**src/ciaf_consts.svh**
```systemverilog
`ifndef CIAF_CONSTS_SVH
`define CIAF_CONSTS_SVH
// =====================================================
// Register map
`define CIAF_ADDR_FLAGS 4'h0
`define CIAF_ADDR_STATUS 4'h1
`define CIAF_ADDR_SOFTINT 4'h2
// =====================================================
// Flag word layout
`define CIAF_BIT_ENABLE 0
`define CIAF_BIT_STACKSEL 1
`define CIAF_BIT_RSVD 2
`define CIAF_PPL_LSB 4
`define CIAF_PPL_MSB 6
// =====================================================
// Status word layout
`define CIAF_BIT_ACCEPT 0
`define CIAF_BIT_PENDING 1
// =====================================================
// Reset values and limits
`define CIAF_RST_ENABLE 1'b0
`define CIAF_RST_STACKSEL 1'b0
`define CIAF_RST_PPL 3'h0
`define CIAF_TRAP_MAX 6'h1f
`endif

```
**src/ciaf_pkg.sv**
```systemverilog
package ciaf_pkg;
    typedef logic [2:0] ciaf_level_type;
    typedef enum logic [0:0] {
        CIAF_STK_INTERRUPT = 1'b0,
        CIAF_STK_USER = 1'b1
    } ciaf_stack_type;
endpackage

```
**src/ciaf_level_compare.sv**
```systemverilog
`timescale 1ns/10ps
// Priority test of one request against the current level
module ciaf_level_compare (
    input wire logic clk_sys,
    input wire logic arst_n,
    input wire ciaf_pkg::ciaf_level_type reqLevel,
    input wire ciaf_pkg::ciaf_level_type curLevel,
    output logic aboveLevel
);
    // =====================================================
    // Registered compare, strictly greater
    always_ff @(posedge clk_sys or negedge arst_n) begin
        if (!arst_n) begin
            aboveLevel <= 1'b0;
        end else begin
            aboveLevel <= (reqLevel > curLevel);
        end
    end
endmodule

```
**src/ciaf_flags.sv**
```systemverilog
// Strobed register access and the register offsets were chosen for this implementation.
`timescale 1ns/10ps
`include "ciaf_consts.svh"
// What this block does
// - Maskable requests blocked while enable flag is 0, considered while 1.
// - Any interrupt acknowledge clears the enable flag in hardware.
// - Stack select 0 picks interrupt stack pointer, 1 picks user pointer.
// - Stack select clears on hardware acknowledge or trap vector 0 to 31.
// - Priority level field is three bits, levels 0 to 7.
// - Request enabled only if its priority strictly exceeds current level.
// - Software writes reserved bit as 0; reads return anything.
module ciaf_flags (
    input wire logic clk_sys,
    input wire logic arst_n,
    input wire logic [3:0] regAddr,
    input wire logic [7:0] regWdata,
    input wire logic regWr,
    input wire logic regRd,
    output logic [7:0] regRdata,
    input wire logic irqRequest,
    input wire ciaf_pkg::ciaf_level_type irqLevel,
    input wire logic irqAck,
    input wire logic trapExec,
    input wire logic [5:0] trapVector,
    output logic irqAccept,
    output logic stackSelUser,
    output ciaf_pkg::ciaf_level_type levelOut
);
    logic enable_q;
    ciaf_pkg::ciaf_stack_type stackSel_q;
    ciaf_pkg::ciaf_level_type level_q;
    logic aboveLevel;
    logic reqHeld_q;
    logic hwClearSp;
    logic flagWr;

    // Only the flag word takes writes; other addresses are ignored
    assign flagWr = regWr && (regAddr == `CIAF_ADDR_FLAGS);

    // Trap with low vector numbers also returns to the interrupt stack
    assign hwClearSp = irqAck || (trapExec && (trapVector <= `CIAF_TRAP_MAX));

    // =====================================================
    // Enable flag; acknowledge beats a same-cycle software write
    always_ff @(posedge clk_sys or negedge arst_n) begin
        if (!arst_n) begin
            enable_q <= `CIAF_RST_ENABLE;
        end else if (irqAck) begin
            enable_q <= 1'b0;
        end else if (flagWr) begin
            enable_q <= regWdata[`CIAF_BIT_ENABLE];
        end
    end

    // =====================================================
    // Stack select flag
    // Acknowledge and low traps share one term, so both beat a write
    always_ff @(posedge clk_sys or negedge arst_n) begin
        if (!arst_n) begin
            stackSel_q <= ciaf_pkg::CIAF_STK_INTERRUPT;
        end else if (hwClearSp) begin
            stackSel_q <= ciaf_pkg::CIAF_STK_INTERRUPT;
        end else if (flagWr) begin
            stackSel_q <= ciaf_pkg::ciaf_stack_type'(regWdata[`CIAF_BIT_STACKSEL]);
        end
    end

    // =====================================================
    // Processor priority level, three bits
    // Hardware never moves the level; only a flag write does
    always_ff @(posedge clk_sys or negedge arst_n) begin
        if (!arst_n) begin
            level_q <= `CIAF_RST_PPL;
        end else if (flagWr) begin
            level_q <= regWdata[`CIAF_PPL_MSB:`CIAF_PPL_LSB];
        end
    end

    // =====================================================
    // Priority compare in its own stage
    ciaf_level_compare u_cmp (
        .clk_sys(clk_sys),
        .arst_n(arst_n),
        .reqLevel(irqLevel),
        .curLevel(level_q),
        .aboveLevel(aboveLevel)
    );

    // Request delayed to line up with the registered compare
    // A request dropped for one cycle is seen as dropped; nothing latches it
    always_ff @(posedge clk_sys or negedge arst_n) begin
        if (!arst_n) begin
            reqHeld_q <= 1'b0;
        end else begin
            reqHeld_q <= irqRequest;
        end
    end

    // =====================================================
    // Acceptance; dropped at once on ack to avoid a double take
    // Request and level sampled at N, compare at N+1, accept shown at N+2;
    // the extra stage keeps the compare off the core's decode path
    always_ff @(posedge clk_sys or negedge arst_n) begin
        if (!arst_n) begin
            irqAccept <= 1'b0;
        end else begin
            irqAccept <= reqHeld_q && aboveLevel && enable_q && !irqAck;
        end
    end

    // =====================================================
    // Registered copies of stack select and level for the core
    always_ff @(posedge clk_sys or negedge arst_n) begin
        if (!arst_n) begin
            stackSelUser <= 1'b0;
            levelOut <= `CIAF_RST_PPL;
        end else begin
            stackSelUser <= (stackSel_q == ciaf_pkg::CIAF_STK_USER);
            levelOut <= level_q;
        end
    end

    // =====================================================
    // Read port; reserved bit always reads 0, which is allowed
    // Status bits are raw snapshots; reading them clears nothing
    always_ff @(posedge clk_sys or negedge arst_n) begin
        if (!arst_n) begin
            regRdata <= 8'h00;
        end else if (regRd) begin
            regRdata <= 8'h00;
            case (regAddr)
                `CIAF_ADDR_FLAGS: begin
                    regRdata[`CIAF_BIT_ENABLE] <= enable_q;
                    regRdata[`CIAF_BIT_STACKSEL] <= stackSel_q;
                    regRdata[`CIAF_BIT_RSVD] <= 1'b0;
                    regRdata[`CIAF_PPL_MSB:`CIAF_PPL_LSB] <= level_q;
                end
                `CIAF_ADDR_STATUS: begin
                    regRdata[`CIAF_BIT_ACCEPT] <= irqAccept;
                    regRdata[`CIAF_BIT_PENDING] <= reqHeld_q;
                end
                default: begin
                    regRdata <= 8'h00;
                end
            endcase
        end else begin
            regRdata <= 8'h00;
        end
    end

    // =====================================================
    // Checks; all share the core clock and reset
    // Enable flag: acknowledge clears it, only a write sets it
    a_ack_clears_en: assert property (@(posedge clk_sys) disable iff (!arst_n)
        irqAck |=> !enable_q) else $error("enable survived ack");
    a_en_write: assert property (@(posedge clk_sys) disable iff (!arst_n)
        (flagWr && !irqAck) |=> enable_q == $past(regWdata[`CIAF_BIT_ENABLE]))
        else $error("enable write lost");
    a_en_hold: assert property (@(posedge clk_sys) disable iff (!arst_n)
        (!flagWr && !irqAck) |=> $stable(enable_q)) else $error("enable changed unasked");

    // Stack select: both hardware clears beat a same-cycle write
    a_trap_clears_sp: assert property (@(posedge clk_sys) disable iff (!arst_n)
        (trapExec && trapVector <= `CIAF_TRAP_MAX) |=> stackSel_q == ciaf_pkg::CIAF_STK_INTERRUPT)
        else $error("stack select survived trap");
    a_ack_clears_sp: assert property (@(posedge clk_sys) disable iff (!arst_n)
        irqAck |=> stackSel_q == ciaf_pkg::CIAF_STK_INTERRUPT) else $error("stack select survived ack");
    a_high_trap_keeps: assert property (@(posedge clk_sys) disable iff (!arst_n)
        (trapExec && trapVector > `CIAF_TRAP_MAX && !irqAck && !flagWr) |=> $stable(stackSel_q))
        else $error("high trap vector moved stack select");
    a_sp_write: assert property (@(posedge clk_sys) disable iff (!arst_n)
        (flagWr && !hwClearSp) |=> stackSel_q == $past(regWdata[`CIAF_BIT_STACKSEL]))
        else $error("stack select write lost");
    a_stack_out: assert property (@(posedge clk_sys) disable iff (!arst_n)
        stackSelUser == $past(stackSel_q == ciaf_pkg::CIAF_STK_USER))
        else $error("stack output wrong");

    // Priority level: only software moves it; the copy trails by one cycle
    a_level_write: assert property (@(posedge clk_sys) disable iff (!arst_n)
        flagWr |=> level_q == $past(regWdata[`CIAF_PPL_MSB:`CIAF_PPL_LSB]))
        else $error("level write lost");
    a_level_hold: assert property (@(posedge clk_sys) disable iff (!arst_n)
        !flagWr |=> $stable(level_q)) else $error("level changed unasked");
    a_level_out: assert property (@(posedge clk_sys) disable iff (!arst_n)
        levelOut == $past(level_q)) else $error("level output wrong");

    // Acceptance: each term is checked at the stage where it was sampled
    a_cmp_strict: assert property (@(posedge clk_sys) disable iff (!arst_n)
        $past(arst_n) |-> aboveLevel == ($past(irqLevel) > $past(level_q)))
        else $error("priority compare wrong");
    a_pending_track: assert property (@(posedge clk_sys) disable iff (!arst_n)
        $past(arst_n) |-> reqHeld_q == $past(irqRequest))
        else $error("delayed request wrong");
    a_accept_needs_en: assert property (@(posedge clk_sys) disable iff (!arst_n)
        irqAccept |-> $past(enable_q)) else $error("accept while disabled");
    a_accept_needs_lvl: assert property (@(posedge clk_sys) disable iff (!arst_n)
        irqAccept |-> $past(irqRequest, 2) && ($past(irqLevel, 2) > $past(level_q, 2)))
        else $error("accept without priority");
    a_accept_full: assert property (@(posedge clk_sys) disable iff (!arst_n)
        (reqHeld_q && aboveLevel && enable_q && !irqAck) |=> irqAccept)
        else $error("accept missed");
    a_no_acc_disabled: assert property (@(posedge clk_sys) disable iff (!arst_n)
        !enable_q |=> !irqAccept) else $error("accept after disable");
    a_no_acc_low: assert property (@(posedge clk_sys) disable iff (!arst_n)
        !aboveLevel |=> !irqAccept) else $error("accept at low priority");
    a_ack_drops_acc: assert property (@(posedge clk_sys) disable iff (!arst_n)
        irqAck |=> !irqAccept) else $error("accept held through ack");

    // Read port: reserved bit always reads 0, which software must tolerate
    a_rsvd_zero: assert property (@(posedge clk_sys) disable iff (!arst_n)
        regRdata[`CIAF_BIT_RSVD] == 1'b0) else $error("reserved bit nonzero");
    a_en_readback: assert property (@(posedge clk_sys) disable iff (!arst_n)
        (regRd && regAddr == `CIAF_ADDR_FLAGS) |=> regRdata[`CIAF_BIT_ENABLE] == $past(enable_q))
        else $error("enable readback wrong");
    a_sp_readback: assert property (@(posedge clk_sys) disable iff (!arst_n)
        (regRd && regAddr == `CIAF_ADDR_FLAGS) |=> regRdata[`CIAF_BIT_STACKSEL] == $past(stackSel_q))
        else $error("stack select readback wrong");
    a_level_readback: assert property (@(posedge clk_sys) disable iff (!arst_n)
        (regRd && regAddr == `CIAF_ADDR_FLAGS) |=> regRdata[`CIAF_PPL_MSB:`CIAF_PPL_LSB] == $past(level_q))
        else $error("level readback wrong");
    a_status_accept: assert property (@(posedge clk_sys) disable iff (!arst_n)
        (regRd && regAddr == `CIAF_ADDR_STATUS) |=> regRdata[`CIAF_BIT_ACCEPT] == $past(irqAccept))
        else $error("accept readback wrong");
    a_status_pending: assert property (@(posedge clk_sys) disable iff (!arst_n)
        (regRd && regAddr == `CIAF_ADDR_STATUS) |=> regRdata[`CIAF_BIT_PENDING] == $past(reqHeld_q))
        else $error("pending readback wrong");
endmodule

```
**config.mk**
```make
export PLATFORM = sky130hd
export DESIGN_NAME = ciaf_flags
export DESIGN_NICKNAME = d
export VERILOG_FILES = /design/src/ciaf_pkg.sv /design/src/ciaf_level_compare.sv /design/src/ciaf_flags.sv
export VERILOG_INCLUDE_DIRS = /design/src /design/src/src
export SDC_FILE = /design/constraint.sdc
export NUM_CORES = 1
export LEC_CHECK = 0
export BUFFER_PORTS_ARGS = -buffer_cell sky130_fd_sc_hd__buf_2
export CAP_MARGIN = 20
export CORE_MARGIN = 5
export CORE_UTILIZATION = 36
export CTS_CLUSTER_DIAMETER = 30
export DETAILED_ROUTE_END_ITERATION = 8
export PLACE_DENSITY = 0.77
export SKIP_CTS_REPAIR_TIMING = 1
export SYNTH_ARGS = -nofsm -noshare
export SYNTH_HDL_FRONTEND = slang
export SYNTH_SLANG_ARGS = --single-unit
export TNS_END_PERCENT = 10
```
**constraint.sdc**
```tcl
create_clock -name clk_sys -period 1.7 [get_ports clk_sys]
set_input_delay 0.255 -clock clk_sys [delete_from_list [all_inputs] [get_ports clk_sys]]
set_output_delay 0.255 -clock clk_sys [all_outputs]
set_load 0.005 [all_outputs]
```
==> results of run 1 <==
==> cell type report <==
cell class / count / area share (%)
inverter: 6 / 2.462
multi-input combinational: 31 / 26.68
timing repair buffer: 31 / 17.78
clock buffer: 4 / 2.873
sequential: 17 / 46.51
tap: 27 / 3.694
==> registers in the layout, indices dropped and copies added (netlist names) <==
register	flops
level_q	3
regRdata	5
u_cmp.aboveLevel	1
stackSel_q	1
stackSelUser	1
levelOut	3
reqHeld_q	1
irqAccept	1
enable_q	1
==> power by group <==
part / internal [mW] / switching (mW)
Combinational: 0.0688 / 0.0705
Clock: 0.0911 / 0.112
Sequential: 0.449 / 0.0171
Total: 0.609 / 0.199
==> cells by family (layout without fill, tap and decap cells) <==
kind of cell,after synthesis,after routing
other,1,3
buffers and inverters,11,41
adders and majority gates,3,3
and+or+nand+nor,13,13
muxes,4,4
DFF,17,17
AOI/OAI and AO/OA,8,8
==> worst register-to-register path, delay by kind of cell (launching register included) <==
family	cells	cell delay, ps
buffers and inverters	1	110
adder cells (fa/ha/maj)	1	250
flip-flops	1	380
AO/OA/AOI/OAI	2	190
AND/OR/NAND/NOR	1	130
==> path summary, 6_finish.rpt <==
check | from | end | slack (ps)
worst min register to register | level_q[1] | levelOut[1] | 380
worst min-delay path | irqRequest | reqHeld_q | 80
worst max-delay path | level_q[1] | u_cmp.aboveLevel | 530
max in group asynchronous | arst_n | level_q[2] | 1040
min in group asynchronous | arst_n | irqAccept | 400
worst max register to register | level_q[1] | u_cmp.aboveLevel | 530
==> routing by layer <==
| metal | global-route usage [%] | vias up | routed length, um |
|---|---|---|---|
| met2 | 17.32 | 23 | 688 |
| met5 | 0 | - | 0 |
| met1 | 9.030 | 239 | 489 |
| met3 | 2.413 | 4 | 148 |
| li1 | - | 254 | - |
| met4 | 8.502 | 0 | 32 |
==> through the flow <==
step	power, mW	setup slack, ps	utilization, %	instance area, sq um
global route	0.8623	382.5	47.10	914.6
floorplan	0.5510	355.2	-	737.0
CTS	0.8176	517.8	46.59	904.6
global placement	0.6071	304.1	45.23	878.3
finish	0.8082	525.8	47.10	914.6
detailed placement	0.6144	288.9	45.23	878.3
==> Yosys cell counts (2+ instances only) <==
cell | number | area (sq um)
mux2i_1 | 3 | 30.03
o21ai_1 | 3 | 15.01
o211ai_1 | 2 | 15.01
buf_4 | 3 | 22.52
ha_1 | 3 | 37.54
buf_6 | 2 | 22.52
nand3_1 | 2 | 10.01
inv_1 | 6 | 22.52
nor2_1 | 2 | 7.510
nor3_1 | 2 | 10.01
dfrtp_1 | 17 | 425.4
==> impl_results.md, run 1 <==
* IO Count at 41
* Status: finished, final reports clean
* VDD IR max at 0.0003495 V
* Most frequent cells in the layout: buf_2, dfrtp_1, inv_1
* Final Hold Viols at 0
* Max clock buf depth at 2
* Final Cycle Share at around 69%
* Data arrival, critical path at approximately 1300 ps
* XOR/XNOR Fraction of Synth Area at 0%
* Post-route ant nets at 0
* Post-Synth Simple-Gate Area at between 10% and 20%
* Final Max Tran Viols at 0
* Critical path fanouts, max at 3
* TritonCTS clock tree: built
* Core area at approximately 1900 sq um
* CP Capture Type: flop
* Largest net degree at the start of global routing at 18
* Layout cell share with drive strength beyond 1 at between 40% and 50%
* Overall Global Routing Usage at about a tenth
* WP buf/inv at 1
* Vias at 520
* Die Span Y at between 50 and 60 um
* Crit-path slowest cell: dfrtp_1
* Mapped Cells at 57
* RSZ-0062 raised after global routing: no
* Synth warn at 0
* Inserted Diodes at 0
* Clk_lat worst skew at roughly 280 ps
* Post-Place Cells at 111
* Core Rows at 16
* Routability cong. at 0.7209
* Grt total ovfl at 0
* Max Cap Viol at 0
* Register area at approximately 430 sq um
* Final Net Count at 121
* First-pass GRT wire length at slightly below 2000 um
* Filler cells at around 180
* Critical Path Stages at 5
* Post-synthesis mux area share at under 10%
* H-tree levels at 1
* Final wirelength at approximately 1400 um
* Die Wd at 55.02 um
* Vias in the first global route at approximately 490
* Area occupied by multi-input gates at 244.0 sq um
* Synth Cell Area at 729.5 sq um
* Worst hold slack at around 76 ps
* Most common cell after layout, fill and taps aside: buf_2
* Main combinational cell family by area after synthesis: simple AND/OR/NAND/NOR gates
* CP peak stage delay at around 380 ps
* Count of cell types in the netlist at 23
* Critical Path Start Type: flop
* Sequential area share after synthesis at 58.32%
* Post-synth EDFFs at 0
* Initial antenna violation count at 0
* CP cell instances: inv_1 > ha_1 > nor2b_1 > o21ai_1 > a32oi_1
* Setup violators final at 0
* Post-layout minimum cycle time at 1174 ps
* Post-route setup TNS at 0 ps
* CTS sink cnt at 17
* Root buffer cell: clkbuf_4
* CP Data Required Time at around 1900 ps
* PwrDens at between 800 and 900 nW/um^2
* Iter 0 DRT Violations at 8
* Drt pass-1 iters at 4
* Hold WC Path Type: in2reg
* WL per Instance at 11.71 um
* Worst Reg-to-Reg Cells at 5
* Min-Delay Path Depth at 1
* Starting Density at between 30 and 40%
* DRC viols at 0
* Main flop type after synthesis: dfrtp_1
* Lkg Pwr at ~0.49 nW
* CP delay by family, top: flip-flops
* Via-per-instance ratio at between 4 and 5
* Fin cells at 116
* Synth-to-layout area growth at 25.39%
* Synthesized flop and latch total at 17
* Setup CP Type: reg2reg
* Input/output buffers at 29
* CTS buffer count at 3
* Synth Area in Compound Gates at 7.204%
* Synth async-reset ratio at 100.0%
* Synth Area in Adders at approximately 5.1%
* Setup Skew at 4.633 ps
* Die outline area at ~3000 sq um
* Syn_area_per_cell at ~13 sq um
* Hpwl dp at 1140 um
* Max Fclk at 851.7 MHz
* Reg clk slew, reported paths at roughly 90 ps
(Power assumes the default switching activity.)
==> run 2, diff against run 1 <==
==> constraint.sdc (replaced) <==
create_clock -name clk_sys -period 1.2 [get_ports clk_sys]
set_input_delay 0.18 -clock clk_sys [delete_from_list [all_inputs] [get_ports clk_sys]]
set_output_delay 0.18 -clock clk_sys [all_outputs]
set_load 0.005 [all_outputs]
==> run 2 against run 1 <==
  * Sequential cell count unchanged
  * Highest routed layer unchanged
  * Critical endpoint unchanged
  * Largest cell class unchanged
  * Clock-buffer cell count unchanged
  * Fmax up 3.8%
  * Final cell count up 3.4%
  * Critical path depth unchanged
==> impl_results.md, run 2 (synthesized netlist as in run 1, its figures left out) <==
* Worst Reg-to-Reg Cells at 5 (unchanged)
* CTS buffer count at 3 (unchanged)
* CP Capture Type: flop
* Hold path endpoint: enable_q
* CP Data Required Time at 1370 ps (-490 ps)
* Via-per-instance ratio at 4.450 (-0.73%)
* Setup ws final at 69.03 ps (-456.8 ps)
* Max clock buf depth at 2 (unchanged)
* Min-Delay Path Depth at 2 (+1)
* Core area at 1942 sq um (unchanged)
* Setup CP Type: reg2reg
* Lkg Pwr at 0.5066 nW (+3.9%)
* Input/output buffers at 29 (unchanged)
* VDD IR max at 0.0005109 V (+46%)
* Reg clk slew, reported paths at 90 ps (about the same)
* Top reg by flops: regRdata
* PwrDens at 1232 nW/um^2 (+39%)
* IO Count at 41 (unchanged)
* Post-Place Cells at 114 (+2.7%)
* Initial antenna violation count at 0 (unchanged)
* Clock power frac at 24.7% (-0.4 points)
* Die outline area at 3027 sq um (unchanged)
* Routability cong. at 0.7595 (+5.4%)
* Comb pwr share at 18.5% (+1.3 points)
* R2r setup slk at 70 ps (-460 ps)
* Grt total ovfl at 0 (unchanged)
* Final Hold Viols at 0 (unchanged)
* Setup Skew at 7.349 ps (+2.715 ps)
* P_sw at 0.2884 mW (+45%)
* First-pass GRT wire length at 2214 um (+13%)
* Max Fclk at 884.2 MHz (+3.8%)
* Post-layout minimum cycle time at 1131 ps (-43.20 ps)
* Vias in the first global route at 509 (+3.0%)
* H-tree levels at 1 (unchanged)
* Die Wd at 55.02 um (unchanged)
* Largest registers: regRdata (5), levelOut (3), level_q (3)
* Clk_lat worst skew at 280 ps (about the same)
* Synth-to-layout area growth at 29.85%
* TritonCTS clock tree: built
* CTS sink cnt at 17 (unchanged)
* Post-route ant nets at 0 (unchanged)
* Core Rows at 16 (unchanged)
* Largest net degree at the start of global routing at 18 (unchanged)
* Final Net Count at 125 (+3.3%)
* Data arrival, critical path at 1300 ps (-40 ps)
* Inserted Diodes at 0 (unchanged)
* Most frequent cells in the layout: buf_2, dfrtp_1, inv_1
* Worst hold slack at 124.7 ps (+49.15 ps)
* R2r endpoint: u_cmp.aboveLevel
* Hpwl dp at 1165 um (+2.2%)
* Vias at 534 (+2.7%)
* WL per Instance at 11.52 um (-1.6%)
* Dpl cell area at 900.9 sq um (+2.6%)
* Starting Density at 37.56% (unchanged)
* Critical Path Start Type: flop
* Post-route setup TNS at 0 ps (unchanged)
* Layout cell share with drive strength beyond 1 at 41.94% (+1.5 points)
* Pre-CTS setup slack at -33.22 ps (-322.1 ps)
* Final wirelength at 1382 um (+1.8%)
* Final Cycle Share at 94.25% (+25 points)
* Status: finished, final reports clean
* Sequential share of power at 56.8% (-0.9 points)
* Fin cells at 120 (+3.4%)
* Die Span Y at 55.02 um (unchanged)
* Final Instance Area at 947.2 sq um (+3.6%)
* Overall Global Routing Usage at 10.72% (+1.0 points)
* Critical path fanouts, max at 2 (-1)
* Hold WC Path Type: in2reg
* Root buffer cell: clkbuf_4
* Drt pass-1 iters at 1 (-3)
* RSZ-0062 raised after global routing: no
* Setup violators final at 0 (unchanged)
* R2R Path Start: level_q[1]
* Tot Pwr at 1.166 mW (+44%)
* Utilization of the core after routing at 48.78% (+1.7 points)
* Most common cell after layout, fill and taps aside: buf_2
* Switching part of the total at 24.73% (+0.044 points)
* Iter 0 DRT Violations at 0 (-8)
* Hold Startpoint: regWdata[0]
* Int Pwr at 0.8780 mW (+44%)
* Final Max Tran Viols at 0 (unchanged)
* Filler cells at 199 (+8.7%)
* Max Cap Viol at 0 (unchanged)
* DRC viols at 0 (unchanged)
* Flip-flop count of the largest register after layout at 5 (unchanged)
==> run 2: cell count changes in the layout (fill, tap and decap cells not counted), sizes merged <==
| cell | delta |
|---|---|
| buf | +3 |
| dlygate4sd3 | +1 |
==> run 2: metal layers <==
layer | wire length, um | vias to the layer above | share of wire [%] | GRT usage (%)
met2 | 665 | 26 | 48 | 18.11
li1 | - | 262 | - | -
met5 | 0 | - | 0 | 0
met1 | 556 | 242 | 40 | 12.40
met3 | 124 | 4 | 9.0 | 1.609
met4 | 36 | 0 | 2.6 | 7.287
==> run 2: how the worst max path moves through the flow <==
stage	from	endpoint	cells past startpoint
after detailed placement	regAddr[1]	regRdata[4]	3
after floorplan	regAddr[1]	level_q[0]	4
after CTS	level_q[1]	u_cmp.aboveLevel	5
after global placement	regAddr[1]	level_q[0]	4
after global routing	level_q[1]	u_cmp.aboveLevel	5
final	level_q[1]	u_cmp.aboveLevel	5
==> run 2: worst max-delay path, stage by stage, from the launching register on <==
cell and delay, ps:
dfrtp_1 380, inv_1 80, ha_1 240, nor2b_1 130
o21ai_1 120, a32oi_1 70
==> run 2: layout make-up <==
class	count	area, sq um	share of cell area (%)
sequential	17	425.4	44.91
multi-input combinational	31	244.0	25.76
timing repair buffer	35	195.2	20.61
tap	27	33.78	3.567
clock buffer	4	26.28	2.774
inverter	6	22.52	2.378
==> run 2: power by group through the flow <==
stage	sequential, mW	clock, mW	combinational (mW)
final	0.663	0.288	0.216
after global routing	0.669	0.332	0.243
after floorplan	0.672	0	0.109
after global placement	0.671	0	0.204
after detailed placement	0.675	0	0.213
after CTS	0.664	0.296	0.215
